==> src/ebhr_defs.vh <==
// Shared constants for the external bus hold and ready block
`ifndef EBHR_DEFS_VH
`define EBHR_DEFS_VH

// =====================================================================
// Address map and field positions
`define EBHR_AW 24
`define EBHR_P4_DATA_ADDR 24'h00000a
`define EBHR_P4_DIR_ADDR 24'h00000c
`define EBHR_CM6_BIT 6
`define EBHR_SBY_BIT 0

// =====================================================================
// Timing: hold float and release delay in internal clock cycles
`define EBHR_HOLD_DELAY 1
// Clock output divider half period in system clocks
`define EBHR_PHI_HALF 2

// =====================================================================
// Reset values
`define EBHR_RST_BUS_GRANT_ACK_N 1'b1
`define EBHR_RST_STROBE 1'b1

`endif

==> src/ebhr_phase_gen.v <==
// Internal clock phase generator with ready stall and free running clock output
`timescale 1ns/10ps
`default_nettype none
`include "ebhr_defs.vh"

module ebhr_phase_gen #(
    parameter HALF = `EBHR_PHI_HALF
) (
    // Clock and reset
    input wire clock_i,
    input wire srst_i,
    // Control
    input wire rdy_n_i,
    // Phases
    output reg phi_o,
    output reg phi_fall_o,
    output reg phi1_o
);
    reg [7:0] cnt_reg;
    reg [7:0] cnt1_reg;

    // =================================================================
    // Internal clock stops low while ready is asserted
    always @(posedge clock_i) begin
        if (srst_i) begin
            cnt_reg <= 8'h00;
            phi_o <= 1'b0;
            phi_fall_o <= 1'b0;
        end else begin
            phi_fall_o <= 1'b0;
            if (phi_o == 1'b0 && !rdy_n_i) begin
                cnt_reg <= 8'h00;
            end else if (cnt_reg == HALF[7:0] - 8'h01) begin
                cnt_reg <= 8'h00;
                phi_o <= ~phi_o;
                phi_fall_o <= phi_o;
            end else begin
                cnt_reg <= cnt_reg + 8'h01;
            end
        end
    end

    // =================================================================
    // Clock output ignores ready
    always @(posedge clock_i) begin
        if (srst_i) begin
            cnt1_reg <= 8'h00;
            phi1_o <= 1'b0;
        end else if (cnt1_reg == HALF[7:0] - 8'h01) begin
            cnt1_reg <= 8'h00;
            phi1_o <= ~phi1_o;
        end else begin
            cnt1_reg <= cnt1_reg + 8'h01;
        end
    end
endmodule

`default_nettype wire

==> src/ebhr_debug_out.v <==
// Evaluation mode debug status outputs
`timescale 1ns/10ps
`default_nettype none

module ebhr_debug_out (
    // Clock and reset
    input wire clock_i,
    input wire srst_i,
    // CPU status
    input wire eval_mode_i,
    input wire flag_m_i,
    input wire flag_x_i,
    input wire using_x_i,
    input wire queue_clear_i,
    input wire data_buf_access_i,
    input wire opcode_fetch_i,
    input wire queue_read_i,
    // Debug pins
    output reg width_flag_out_o,
    output reg queue_flush_out_o,
    output reg valid_data_addr_out_o,
    output reg valid_prog_addr_out_o
);
    // =================================================================
    // Status pins only exist in evaluation mode
    always @(posedge clock_i) begin
        if (srst_i) begin
            width_flag_out_o <= 1'b0;
            queue_flush_out_o <= 1'b0;
            valid_data_addr_out_o <= 1'b0;
            valid_prog_addr_out_o <= 1'b0;
        end else begin
            width_flag_out_o <= eval_mode_i & (using_x_i ? flag_x_i : flag_m_i);
            queue_flush_out_o <= eval_mode_i & queue_clear_i;
            valid_data_addr_out_o <= eval_mode_i & (data_buf_access_i | opcode_fetch_i);
            valid_prog_addr_out_o <= eval_mode_i & queue_read_i;
        end
    end
endmodule

`default_nettype wire

==> src/ebhr_bus_ctrl.v <==
// External bus control: hold, ready, strobes, mode dependent pin functions
`timescale 1ns/10ps
`default_nettype none
`include "ebhr_defs.vh"

// How it works
// - Hold request sampled only at internal clock falling edge with bus idle.
// - Accepting hold drives hold acknowledge low.
// - Bus pins float one internal cycle after acknowledge falls, stay floating.
// - Acknowledge rises on exit; pins driven again one internal cycle later.
// - Ready low stops internal clock in its low phase.
// - Clock output keeps toggling while internal clock is stalled.
// - Processor mode with disable bit and p42_dir_i set: clock pin shows port latch value.
// - Disable bit clear strobes all accesses; set strobes external ones only outside evaluation mode.
// - After wait/stop outside evaluation mode, strobe is low if disable bit and standby select are both set, high otherwise.
// - Evaluation mode: middle byte carries address, then odd data.
// - Evaluation, width pin low: upper byte address, then even data.
// - Evaluation, width pin high: upper byte address, then both data bytes.
// - Internal reads ignore external data pins.
// - Evaluation port 4 accesses use 16-bit width and no-wait timing.
// - Evaluation mode always outputs clock on clock pin.
// - Evaluation mode port 4 pins become debug outputs and debug input.
// - Width flag shows data length flag, or index flag when in use.
// - Queue flush high when instruction queue is cleared.
// - Valid data address high for data buffer access or opcode read.
// - Valid program address high while reading instruction queue.
// - Mode pin at supply: processor mode; at twice supply: evaluation only.
// - Strobe low during strobed read or write terms and in the standby low case above, high otherwise.
// - Direction output high for reads, low for writes.
// - Upper byte enable low for odd byte access.
module ebhr_bus_ctrl #(
    parameter AW = `EBHR_AW,
    parameter HALF = `EBHR_PHI_HALF
) (
    // Clock and reset
    input wire clock_i,
    input wire srst_i,
    // Mode straps
    input wire mode_select_pin_i,
    input wire byte_wide_i,
    // Configuration
    input wire strobe_clock_out_disable_i,
    input wire standby_sel_i,
    input wire wait_bit_i,
    input wire p42_latch_i,
    input wire p42_dir_i,
    // Bus partner
    input wire hold_req_n_i,
    input wire rdy_n_i,
    input wire [15:0] data_pin_i,
    // CPU request
    input wire req_i,
    input wire req_write_i,
    input wire req_internal_i,
    input wire [AW-1:0] req_addr_i,
    input wire [15:0] req_wdata_i,
    input wire [15:0] int_rdata_i,
    input wire wait_stop_instr_i,
    // CPU status for debug pins
    input wire flag_m_i,
    input wire flag_x_i,
    input wire using_x_i,
    input wire queue_clear_i,
    input wire data_buf_access_i,
    input wire opcode_fetch_i,
    input wire queue_read_i,
    input wire debug_ctrl_in_i,
    // CPU answer
    output reg done_o,
    output reg [15:0] rdata_o,
    output reg bus16_o,
    output reg eval_mode_o,
    output reg debug_ctrl_o,
    // Bus pins
    output reg [7:0] addr_low_o,
    output reg [7:0] mid_o,
    output reg [7:0] mid_oe_o,
    output reg [7:0] upper_o,
    output reg [7:0] upper_oe_o,
    output reg addr_low_oe_o,
    output reg strobe_n_o,
    output reg rw_o,
    output reg rw_oe_o,
    output reg upper_byte_enable_n_o,
    output reg ube_oe_o,
    output reg ale_o,
    output reg bus_grant_ack_n_o,
    output reg phi1_pin_o,
    output reg phi_o,
    // Debug pins
    output wire width_flag_out_o,
    output wire queue_flush_out_o,
    output wire valid_data_addr_out_o,
    output wire valid_prog_addr_out_o
);
    // =================================================================
    // Bus states
    localparam S_IDLE = 3'd0;
    localparam S_ADDR = 3'd1;
    localparam S_DATA = 3'd2;
    localparam S_WAIT = 3'd3;
    localparam S_HOLD = 3'd4;

    reg [2:0] state_reg;
    reg [2:0] state_next;
    reg float_reg;
    reg float_pend_reg;
    reg wait_ext_reg;
    reg req_write_reg;
    reg req_internal_reg;
    reg [AW-1:0] addr_reg;
    reg [15:0] wdata_reg;
    reg eval_reg;
    reg p4_reg;
    reg standby_reg;
    wire phi_int;
    wire phi_fall;
    wire phi1_raw;
    wire start_cycle;
    wire end_cycle;

    // =================================================================
    // Decode helpers
    // Word compare on the upper address bits covers both bytes of a location
    function is_p4;
        input [AW-1:0] a;
        reg [AW-1:0] data_loc;
        reg [AW-1:0] dir_loc;
        begin
            data_loc = `EBHR_P4_DATA_ADDR;
            dir_loc = `EBHR_P4_DIR_ADDR;
            is_p4 = (a[AW-1:1] == data_loc[AW-1:1]) || (a[AW-1:1] == dir_loc[AW-1:1]);
        end
    endfunction

    function in_data;
        input [2:0] s;
        begin
            in_data = (s == S_DATA) || (s == S_WAIT);
        end
    endfunction

    ebhr_phase_gen #(
        .HALF(HALF)
    ) u_phase (
        .clock_i(clock_i),
        .srst_i(srst_i),
        .rdy_n_i(rdy_n_i),
        .phi_o(phi_int),
        .phi_fall_o(phi_fall),
        .phi1_o(phi1_raw)
    );

    ebhr_debug_out u_debug (
        .clock_i(clock_i),
        .srst_i(srst_i),
        .eval_mode_i(eval_reg),
        .flag_m_i(flag_m_i),
        .flag_x_i(flag_x_i),
        .using_x_i(using_x_i),
        .queue_clear_i(queue_clear_i),
        .data_buf_access_i(data_buf_access_i),
        .opcode_fetch_i(opcode_fetch_i),
        .queue_read_i(queue_read_i),
        .width_flag_out_o(width_flag_out_o),
        .queue_flush_out_o(queue_flush_out_o),
        .valid_data_addr_out_o(valid_data_addr_out_o),
        .valid_prog_addr_out_o(valid_prog_addr_out_o)
    );

    // =================================================================
    // Mode strap caught while reset is held
    always @(posedge clock_i) begin
        if (srst_i) begin
            eval_reg <= mode_select_pin_i;
        end
    end

    // =================================================================
    // Bus sequencer, advances only on internal clock falling edges
    always @* begin
        state_next = state_reg;
        case (state_reg)
            S_IDLE: begin
                if (!hold_req_n_i) begin
                    state_next = S_HOLD;
                end else if (req_i) begin
                    state_next = S_ADDR;
                end
            end
            S_ADDR: begin
                state_next = S_DATA;
            end
            S_DATA: begin
                state_next = wait_ext_reg ? S_WAIT : S_IDLE;
            end
            S_WAIT: begin
                state_next = S_IDLE;
            end
            S_HOLD: begin
                if (hold_req_n_i) begin
                    state_next = S_IDLE;
                end
            end
            default: begin
                state_next = S_IDLE;
            end
        endcase
    end

    // Cycle start and end, both taken on an internal clock falling edge
    assign start_cycle = (state_reg == S_IDLE) && (state_next == S_ADDR);
    assign end_cycle = (state_next == S_IDLE) && in_data(state_reg);

    always @(posedge clock_i) begin
        if (srst_i) begin
            state_reg <= S_IDLE;
            bus_grant_ack_n_o <= `EBHR_RST_BUS_GRANT_ACK_N;
            float_reg <= 1'b0;
            float_pend_reg <= 1'b0;
            wait_ext_reg <= 1'b0;
            req_write_reg <= 1'b0;
            req_internal_reg <= 1'b0;
            addr_reg <= {AW{1'b0}};
            wdata_reg <= 16'h0000;
            p4_reg <= 1'b0;
            done_o <= 1'b0;
            rdata_o <= 16'h0000;
            standby_reg <= 1'b0;
        end else begin
            done_o <= 1'b0;
            if (wait_stop_instr_i) begin
                standby_reg <= 1'b1;
            end else if (req_i) begin
                standby_reg <= 1'b0;
            end
            if (phi_fall) begin
                state_reg <= state_next;
                // Float follows acknowledge by one internal cycle
                float_pend_reg <= (state_next == S_HOLD);
                float_reg <= float_pend_reg;
                bus_grant_ack_n_o <= (state_next != S_HOLD);
                if (start_cycle) begin
                    req_write_reg <= req_write_i;
                    req_internal_reg <= req_internal_i;
                    addr_reg <= req_addr_i;
                    wdata_reg <= req_wdata_i;
                    p4_reg <= eval_reg && is_p4(req_addr_i);
                    // Port 4 in evaluation mode runs internal timing
                    wait_ext_reg <= !req_internal_i && !wait_bit_i &&
                                    !(eval_reg && is_p4(req_addr_i));
                end
                if (end_cycle) begin
                    done_o <= 1'b1;
                    if (req_internal_reg) begin
                        rdata_o <= int_rdata_i;
                    end else if (bus16_o) begin
                        rdata_o <= data_pin_i;
                    end else begin
                        rdata_o <= {8'h00, data_pin_i[7:0]};
                    end
                end
            end
        end
    end

    // =================================================================
    // Pin drive, registered from sequencer state
    always @(posedge clock_i) begin
        if (srst_i) begin
            strobe_n_o <= `EBHR_RST_STROBE;
            ale_o <= 1'b0;
            rw_o <= 1'b1;
            upper_byte_enable_n_o <= 1'b1;
            addr_low_o <= 8'h00;
            mid_o <= 8'h00;
            upper_o <= 8'h00;
            mid_oe_o <= 8'h00;
            upper_oe_o <= 8'h00;
            addr_low_oe_o <= 1'b0;
            rw_oe_o <= 1'b0;
            ube_oe_o <= 1'b0;
            bus16_o <= 1'b0;
            phi1_pin_o <= 1'b0;
            phi_o <= 1'b0;
            eval_mode_o <= 1'b0;
            debug_ctrl_o <= 1'b0;
        end else begin
            eval_mode_o <= eval_reg;
            debug_ctrl_o <= eval_reg & debug_ctrl_in_i;
            phi_o <= phi_int;
            // Internal locations, and port 4 locations in evaluation mode, always run 16 bits wide
            if (req_internal_reg || p4_reg) begin
                bus16_o <= 1'b1;
            end else begin
                bus16_o <= !byte_wide_i;
            end
            // Clock pin
            if (eval_reg) begin
                phi1_pin_o <= phi1_raw;
            end else if (strobe_clock_out_disable_i && p42_dir_i) begin
                phi1_pin_o <= p42_latch_i;
            end else begin
                phi1_pin_o <= phi1_raw;
            end
            // Strobe
            if (in_data(state_reg)) begin
                strobe_n_o <= req_internal_reg && strobe_clock_out_disable_i && !eval_reg;
            end else if (standby_reg && !eval_reg) begin
                strobe_n_o <= !(strobe_clock_out_disable_i && standby_sel_i);
            end else begin
                strobe_n_o <= 1'b1;
            end
            // Latch strobe high during address term; partner latch tracks it
            ale_o <= (state_reg == S_ADDR);
            rw_o <= !(req_write_reg && state_reg != S_IDLE && state_reg != S_HOLD);
            upper_byte_enable_n_o <= !(addr_reg[0] || (bus16_o && !req_internal_reg));
            addr_low_o <= addr_reg[7:0];
            addr_low_oe_o <= !float_reg;
            rw_oe_o <= !float_reg;
            ube_oe_o <= !float_reg;
            if (in_data(state_reg)) begin
                // Data term: middle byte odd data, upper byte even or both
                mid_o <= wdata_reg[15:8];
                upper_o <= (bus16_o || !byte_wide_i) ? wdata_reg[7:0] :
                           (addr_reg[0] ? wdata_reg[15:8] : wdata_reg[7:0]);
                // Evaluation mode keeps odd data on the middle byte at any width
                mid_oe_o <= (!float_reg && req_write_reg && (bus16_o || !byte_wide_i || eval_reg)) ?
                            8'hff : 8'h00;
                upper_oe_o <= (!float_reg && req_write_reg) ? 8'hff : 8'h00;
            end else begin
                mid_o <= addr_reg[15:8];
                upper_o <= addr_reg[AW-1:16];
                mid_oe_o <= float_reg ? 8'h00 : 8'hff;
                upper_oe_o <= float_reg ? 8'h00 : 8'hff;
            end
        end
    end
endmodule

`default_nettype wire

==> config.mk <==
export PLATFORM = sky130hd
export DESIGN_NAME = ebhr_bus_ctrl
export DESIGN_NICKNAME = d
export VERILOG_FILES = /design/src/ebhr_phase_gen.v /design/src/ebhr_debug_out.v /design/src/ebhr_bus_ctrl.v
export VERILOG_INCLUDE_DIRS = /design/src
export SDC_FILE = /design/constraint.sdc
export NUM_CORES = 1
export LEC_CHECK = 0
export BUFFER_PORTS_ARGS = -buffer_cell sky130_fd_sc_hd__buf_2
export CAP_MARGIN = 15
export CORE_MARGIN = 2
export CORE_UTILIZATION = 53
export DETAILED_ROUTE_END_ITERATION = 6
export PLACE_DENSITY_LB_ADDON = 0.08
export REMOVE_ABC_BUFFERS = 1
export SETUP_SLACK_MARGIN = 0.15
export SYNTH_ARGS = -nofsm -noshare
export SYNTH_HDL_FRONTEND = slang
export SYNTH_SLANG_ARGS = --single-unit
==> constraint.sdc <==
create_clock -name clock_i -period 3.1 [get_ports clock_i]
set_input_delay 0.465 -clock clock_i [delete_from_list [all_inputs] [get_ports clock_i]]
set_output_delay 0.465 -clock clock_i [all_outputs]
set_load 0.01 [all_outputs]
# Yosys cells after proc, flatten, opt, wreduce, memory -nomap -nowiden
# Index checks and enable logic that the tools add are counted.
# classes
bitwise_logic,11
n_eq_ne,12
n_addsub,2
n_reduce_logical,44
n_mux,25
# ops
operator,count
$mux W8,9
$eq A23 B3 Y1 const B,2
$mux W16,2
$add A8 B1 Y8 const B,2
$eq A8 B1 Y1 const B,2
$logic_and A1 B1 Y1,16
$pmux W3 S4,1
$logic_not A1 Y1,11
$mux W1,9
$mux W3,3
$eq A3 B1 Y1 const B,2
$eq A3 B2 Y1 const B,2
$eq A3 B3 Y1 const B,2
$logic_not A3 Y1,2
$logic_or A1 B1 Y1,6
$ne A3 B3 Y1 const B,2
$reduce_and A2 Y1,3
$reduce_or A3 Y1,2
$and A1 B1 Y1,5
$not A1 Y1,5
$reduce_or A2 Y1,2
$reduce_bool A3 Y1,1
$mux W2,1
$reduce_bool A2 Y1,1
$or A1 B1 Y1,1
# word_totals
register_bits,142
in_bits,95

# Depth between registers and ports, before layout
# Gate-level depths: netlist of run 1.
# depth
word_depth,6
ltp_mapped,7
mapped_depth_nobuf,6

# Modules after synthesis
# A second synthesis of run 1 with hierarchy kept.
# unflattened
hier_cells,553
area_unflattened_um2,5002.3
# by_module_without_submodules
module,area_per_inst_um2,n_inst,cells_per_inst
ebhr_bus_ctrl,4082.7,1,453
ebhr_phase_gen,789.5,1,87
ebhr_debug_out,130.1,1,13

# Worst setup path after synthesis of run 1
# Ideal clock, no wire load.
# synth_timing
path_kind,input port to flip-flop
from,input port hold_req_n_i
to,register p4_reg
setup_time_ns,0.070
setup_slack_ns,1.135
stages,5
path_buffers,1
required_ns,3.030
t_arrival_ns,1.895
cell_sequence,or3b_1 -> or4b_1 -> buf_2 -> or3_1 -> a21oi_1
# synth_between
elab_chain_cells,5
# synth_rtl
element,line,source
start: declaration,ebhr_bus_ctrl.v:48,"input wire hold_req_n_i,"
$mux W3 (on tied branches),"ebhr_bus_ctrl.v:201, ebhr_bus_ctrl.v:185",
$pmux W3 S4 *,ebhr_bus_ctrl.v:183,case (state_reg)
$eq A3 B1 Y1 *,ebhr_bus_ctrl.v:212,assign start_cycle = (state_reg == S_IDLE) && (state_next == S_ADDR);
$logic_and A1 B1 Y1 *,ebhr_bus_ctrl.v:212,
$reduce_and A2 Y1 (no line) *,-,
end signal: assignment,ebhr_bus_ctrl.v:248,p4_reg <= eval_reg && is_p4(req_addr_i);
end: declaration,ebhr_bus_ctrl.v:114,reg p4_reg;
# Mark *: on every way between the ends. The rest lies on a longest branch, timed or not.
# A chain may end at the register's enable or synchronous reset.

# Worst setup path after layout of run 1
# layout_timing
from,register state_reg[0]
to,register addr_reg[21]
# layout_between
elab_chain_cells,6
# layout_rtl
element,line,source
start: declaration,ebhr_bus_ctrl.v:104,reg [2:0] state_reg;
start signal: assignment,ebhr_bus_ctrl.v:238,state_reg <= state_next;
$mux W3,ebhr_bus_ctrl.v:187,end else if (req_i) begin
$mux W3,ebhr_bus_ctrl.v:185,if (!hold_req_n_i) begin
$pmux W3 S4,ebhr_bus_ctrl.v:183,
$eq A3 B1 Y1,ebhr_bus_ctrl.v:212,
$logic_and A1 B1 Y1 *,ebhr_bus_ctrl.v:212,
$reduce_and A2 Y1 (no line) *,-,
end signal: assignment,ebhr_bus_ctrl.v:224,addr_reg <= {AW{1'b0}};
end signal: assignment,ebhr_bus_ctrl.v:246,addr_reg <= req_addr_i;
end: declaration,ebhr_bus_ctrl.v:111,reg [AW-1:0] addr_reg;
# Marked as above.

==> flow_summary.json, run 1 <==
{
  "outcome": "completed",
  "largest_register_ffs": 24,
  "hold_start": "mode_select_pin_i",
  "yosysSeqAreaShare": 0.533,
  "crit_family": "simple AND/OR/NAND/NOR gates",
  "ys_top_cells_by_area": "dfxtp_1 53%, nand2_1 8.6%, a21oi_1 6.2%",
  "cp_num_cells": 5,
  "worst_hold_slack_ns": 0.134,
  "power.leakage_nw": 2.62,
  "grt_max_degree": 72,
  "cts_sinks": 128,
  "worstPathRequired_ns": 3.45,
  "avgSynthCellArea_um2": 8.87,
  "power_density_nw_per_um2": 639,
  "postSynthCellCount": 544,
  "synth_seq_cells": 128,
  "hold_path_depth": 1,
  "fin_crit_sh": 0.694,
  "cts_buffer_depth": 2,
  "synth_edf_count": 1,
  "synth_top_area_cell": "dfxtp_1",
  "min_to": "eval_reg",
  "drt-vias-per-instance": 5.16,
  "tightest_slew_ns": 0.704,
  "cts_setup_buffers": 0,
  "start_util": 0.551,
  "h-tree-depth": 4,
  "clkTransAtPathRegs_ns": 0.06,
  "maxCapViolations": 0,
  "gp_congestion": 0.803,
  "worstPathMaxFanout": 43,
  "io_buffers": 168,
  "core-area_um2": 8760,
  "finClkSkew_ns": 0.00787,
  "antenna_found_initial": 0,
  "drt_first_iter_violations": 169,
  "grt_usage": 0.237,
  "rr_worst_depth": 5,
  "root_buffer": "clkbuf_8",
  "cp_num_buf_inv": 1,
  "p_seq_frac": 0.422,
  "grt_first_pass_wirelength_um": 18500,
  "antennaDiodeCount": 0,
  "detail_route.wl_per_cell_um": 14.1,
  "clk_latency_ns": 0.51,
  "rsz0062_at_grt": "false",
  "die_h_um": 99.4,
  "dr.pass1.iters": 4,
  "global_route.overflow_total": 0,
  "switching_share": 0.212,
  "crit_chain": "or3b_1 > or4b_2 > buf_4 > nand2_1 > a21oi_1",
  "synth.distinct_cells": 42,
  "critPathKind": "register to register",
  "area_growth_syn_to_layout_pct": 29.6,
  "critPathArrivalTime_ns": 2.50,
  "p_int_mw": 3.15,
  "grt_pass1_vias": 3927,
  "fin_crit_ns": 2.15,
  "combinationalPowerShare": 0.045,
  "synth_common_cells": "127 x dfxtp_1, 111 x nand2_1, 60 x a21oi_1, 50 x nor2_1, 30 x clkbuf_1",
  "final-setup-viol-count": 0,
  "pin_count": 169,
  "hold_viol": 0,
  "die_x_um": 99.4,
  "pwr-share-clk": 0.532,
  "max_slew_margin": 0.530,
  "drt_wl_total_um": 11400,
  "crit_slowest_cell": "or4b_2",
  "rrSetupSlack_ns": 0.95,
  "drt.antenna.violating_nets": 0,
  "timing.rr.end": "addr_reg[21]",
  "synth_top_area_frac": 0.527,
  "synth-async-reset-ratio": 0,
  "cts_buffers": 17,
  "slew_violations": 0,
  "startpoint_type": "register",
  "max-vdd-ir-drop_mv": 0.406,
  "die_area_um2": 9880,
  "syn_area_um2": 4830,
  "p_sw_mw": 0.848,
  "dp_hpwl_um": 7770,
  "cts.repair.resized": 0,
  "max_stage_delay_ns": 0.66,
  "yosys_warnings": 0,
  "dp.cells": 776,
  "ctsHoldBuffers": 0,
  "hold_class": "input pin to register",
  "nNetsFinal": 786,
  "setup-tns-final_ns": 0,
  "final_layout_size_suffix_gt1_frac": 0.303,
  "rows": 34,
  "crit_path_end_kind": "register",
  "dr_total_vias": 4166,
  "synth_ff_type": "dfxtp_1",
  "synth_most_common_cell": "dfxtp_1",
  "finalPower_mw": 4.00,
  "route.detailed.drc": 0,
  "fin_cells": 808,
  "cts_tree": "done",
  "regToRegStartpoint": "state_reg[0]",
  "clock.fmax_ghz": 0.465
}
==> area by class of cell <==
class | count | area, um^2
multi-input combinational | 362 | 2000
timing repair buffer | 174 | 888
clock inverter | 15 | 230
fill | 737 | 2510
tap | 108 | 135
sequential | 128 | 2570
clock buffer | 17 | 414
inverter | 4 | 15.0
==> metal layers <==
layer,global-route usage,share of wire,up-vias
li1,-,-,2107
met1,0.292,0.43,1916
met2,0.397,0.50,134
met3,0.0752,0.061,9
met4,0.0759,0.010,0
met5,0,0,-
==> how the worst max path moves through the flow <==
| stage | from | to |
|---|---|---|
| after floorplan | hold_req_n_i | wait_ext_reg |
| after global placement | hold_req_n_i | wdata_reg[3] |
| after detailed placement | hold_req_n_i | wdata_reg[2] |
| after CTS | state_reg[0] | addr_reg[22] |
| after global routing | state_reg[0] | addr_reg[22] |
| final | state_reg[0] | addr_reg[21] |
==> cell usage in the layout, fill, tap and decap left out, drive strengths merged <==
cell type,n
bufinv,5
edfxtp,1
nor4bb,1
nor2,50
clkinvlp,1
a31oi,1
and3,4
a211oi,24
xor2,10
mux2i,18
nand3,11
nor4b,5
clkinv,5
and2,4
a21oi,60
a2111oi,1
nor3b,1
nor3,2
xnor2,4
nand2b,5
nor2b,16
o21a,1
nand2,111
buf,174
a311o,1
o211ai,3
nand3b,1
and4,1
dfxtp,127
nand4,2
or3,1
or4b,2
o21ai,3
inv,8
nor4,4
a22oi,8
or3b,2
clkbuf,17
ha,4
a21bo,1
==> logic make-up after synthesis <==
kind of cell	synth area share
and+or+nand+nor	0.211
buffers and inverters	0.0547
adders and majority gates	0.0104
AOI/OAI and AO/OA	0.129
DFF	0.533
xor gates and xnor gates	0.0254
muxes	0.0373
==> power groups by stage <==
stage	combinational [mW]	sequential [mW]	clock [mW]
2_1_floorplan	0.0495	1.73	0
3_3_place_gp	0.178	1.72	0
3_5_place_dp	0.180	1.73	0
4_1_cts	0.182	1.69	2.17
5_1_grt	0.199	1.69	2.25
6_report	0.181	1.69	2.13
==> through the flow <==
stage / worst slack (ns) / cell area [um^2] / utilization
finish: 0.949 / 6260 / 0.714
global route: 0.831 / 6260 / 0.714
CTS: 0.938 / 6260 / 0.714
detailed placement: 0.803 / 5610 / 0.640
global placement: 0.827 / 5610 / 0.640
floorplan: 0.0371 / 4580 / -
No activity file was read; power rests on OpenSTA's default activity.
==> run 2, diff against run 1 <==
CORE_UTILIZATION = 49   (was 53)
clock period = 2.2 ns   (was 3.1 ns; I/O delays follow)
==> flow_summary.json, run 2 (synthesis results as in run 1) <==
{
  "rsz0062_at_grt": "false",
  "cts_buffer_depth": 2,
  "finalPower_mw": 5.84,
  "io_buffers": 168,
  "rr_worst_depth": 4,
  "final-setup-viol-count": 0,
  "combinationalPowerShare": 0.046,
  "startpoint_type": "register",
  "gp_congestion": 0.775,
  "setup-tns-final_ns": 0,
  "utilization": 0.666,
  "clkTransAtPathRegs_ns": 0.06,
  "p_seq_frac": 0.408,
  "max-vdd-ir-drop_mv": 0.552,
  "fin_crit_sh": 0.867,
  "start_util": 0.498,
  "area_growth_syn_to_layout_pct": 33.7,
  "cts_buffers": 17,
  "largest_register_ffs": 24,
  "crit_start": "state_reg[2]",
  "worstPathMaxFanout": 7,
  "hold_viol": 0,
  "pin_count": 169,
  "crit_path_end_kind": "register",
  "pwr-share-clk": 0.546,
  "grt_usage": 0.221,
  "nNetsFinal": 797,
  "finClkSkew_ns": 0.00626,
  "power_density_nw_per_um2": 905,
  "grt_pass1_vias": 3799,
  "core-area_um2": 9680,
  "global_route.overflow_total": 0,
  "switching_share": 0.194,
  "antenna_found_initial": 0,
  "dr.pass1.iters": 4,
  "timing.rr.end": "p4_reg",
  "crit_slowest_cell": "or4b_1",
  "hold_class": "input pin to register",
  "route.detailed.drc": 0,
  "regToRegStartpoint": "state_reg[2]",
  "drt-vias-per-instance": 4.92,
  "grt_max_degree": 79,
  "max_stage_delay_ns": 0.54,
  "dp_hpwl_um": 7850,
  "grt_first_pass_wirelength_um": 17900,
  "clk_latency_ns": 0.52,
  "power.leakage_nw": 2.70,
  "final_common_cell": "buf_2",
  "maxCapViolations": 0,
  "drt_wl_total_um": 11600,
  "dr_total_vias": 4150,
  "max_slew_margin": 0.523,
  "rows": 36,
  "h-tree-depth": 4,
  "crit_chain": "or3b_1 > or4b_1 > or3_1 > a21oi_1",
  "cts.repair.resized": 0,
  "fin_crit_ns": 1.91,
  "slew_violations": 0,
  "die_x_um": 103,
  "p_sw_mw": 1.13,
  "critPathKind": "register to register",
  "tightest_slew_ns": 0.713,
  "detail_route.wl_per_cell_um": 13.8,
  "cts_tree": "done",
  "critPathArrivalTime_ns": 2.35,
  "cts_sinks": 128,
  "dpl_cell_area_um2": 5710,
  "antennaDiodeCount": 0,
  "outcome": "completed",
  "final_layout_size_suffix_gt1_frac": 0.301,
  "cts_setup_buffers": 0,
  "setup_ws_ns": 0.294,
  "crit_end": "p4_reg",
  "worstPathRequired_ns": 2.64,
  "die_area_um2": 10700,
  "final_cell_mix": "167 x buf_2, 127 x dfxtp_1, 111 x nand2_1",
  "die_h_um": 103,
  "drt_first_iter_violations": 156,
  "root_buffer": "clkbuf_8",
  "drt.antenna.violating_nets": 0,
  "dp_slack_ns": 0.265,
  "rrSetupSlack_ns": 0.29,
  "clock.fmax_ghz": 0.525,
  "p_int_mw": 4.71,
  "fin_area_um2": 6450
}
run 2: metal layers:
| metal | routed length, um | GRT usage | vias to the layer above | part of all wire |
|---|---|---|---|---|
| met5 | 0 | 0 | - | 0 |
| met4 | 180 | 0.0870 | 0 | 0.015 |
| met3 | 790 | 0.0679 | 16 | 0.068 |
| met2 | 5520 | 0.360 | 145 | 0.48 |
| met1 | 5130 | 0.276 | 1851 | 0.44 |
| li1 | - | - | 2138 | - |
run 2: what timing repair did:
action	4_1_cts	5_1_grt
endpoints found under the hold margin	6	0
setup endpoints to repair	0	0
hold buffers	6	0
run 2: cell type report:
class / instances / area (um^2)
clock buffer: 23 / 488
timing repair buffer: 185 / 1010
tap: 133 / 166
inverter: 4 / 15.0
multi-input combinational: 362 / 2000
fill: 805 / 3230
clock inverter: 9 / 199
sequential: 128 / 2570
run 2: worst min-delay path by stage:
stage | from | endpoint | depth (start not counted)
2_1_floorplan | srst_i | ube_oe_o | 1
3_3_place_gp | req_write_reg | rw_o | 1
3_5_place_dp | addr_reg[4] | addr_reg[4] | 2
4_1_cts | opcode_fetch_i | u_debug.valid_data_addr_out_o | 2
5_1_grt | req_wdata_i[10] | wdata_reg[10] | 3
6_report | opcode_fetch_i | u_debug.valid_data_addr_out_o | 2
run 2: stage by stage:
step | hold slack [ns] | std cells
after global placement | 0.433 | 806
after global routing | 0.0255 | 844
after detailed placement | 0.444 | 806
after floorplan | 0.397 | 494
after CTS | 0.00139 | 844
final | 0.0340 | 844
run 2: power groups by stage:
stage	sequential (mW)	combinational (mW)	clock (mW)
2_1_floorplan	2.44	0.0697	0
3_3_place_gp	2.43	0.257	0
3_5_place_dp	2.43	0.259	0
4_1_cts	2.38	0.271	3.27
5_1_grt	2.38	0.298	3.36
6_report	2.38	0.269	3.19
run 2: worst max-delay path, delay by kind of cell, from the launching register on:
family,cells,cell delay [ns]
simple gates,3,1.35
compound gates,1,0.12
flops,1,0.37
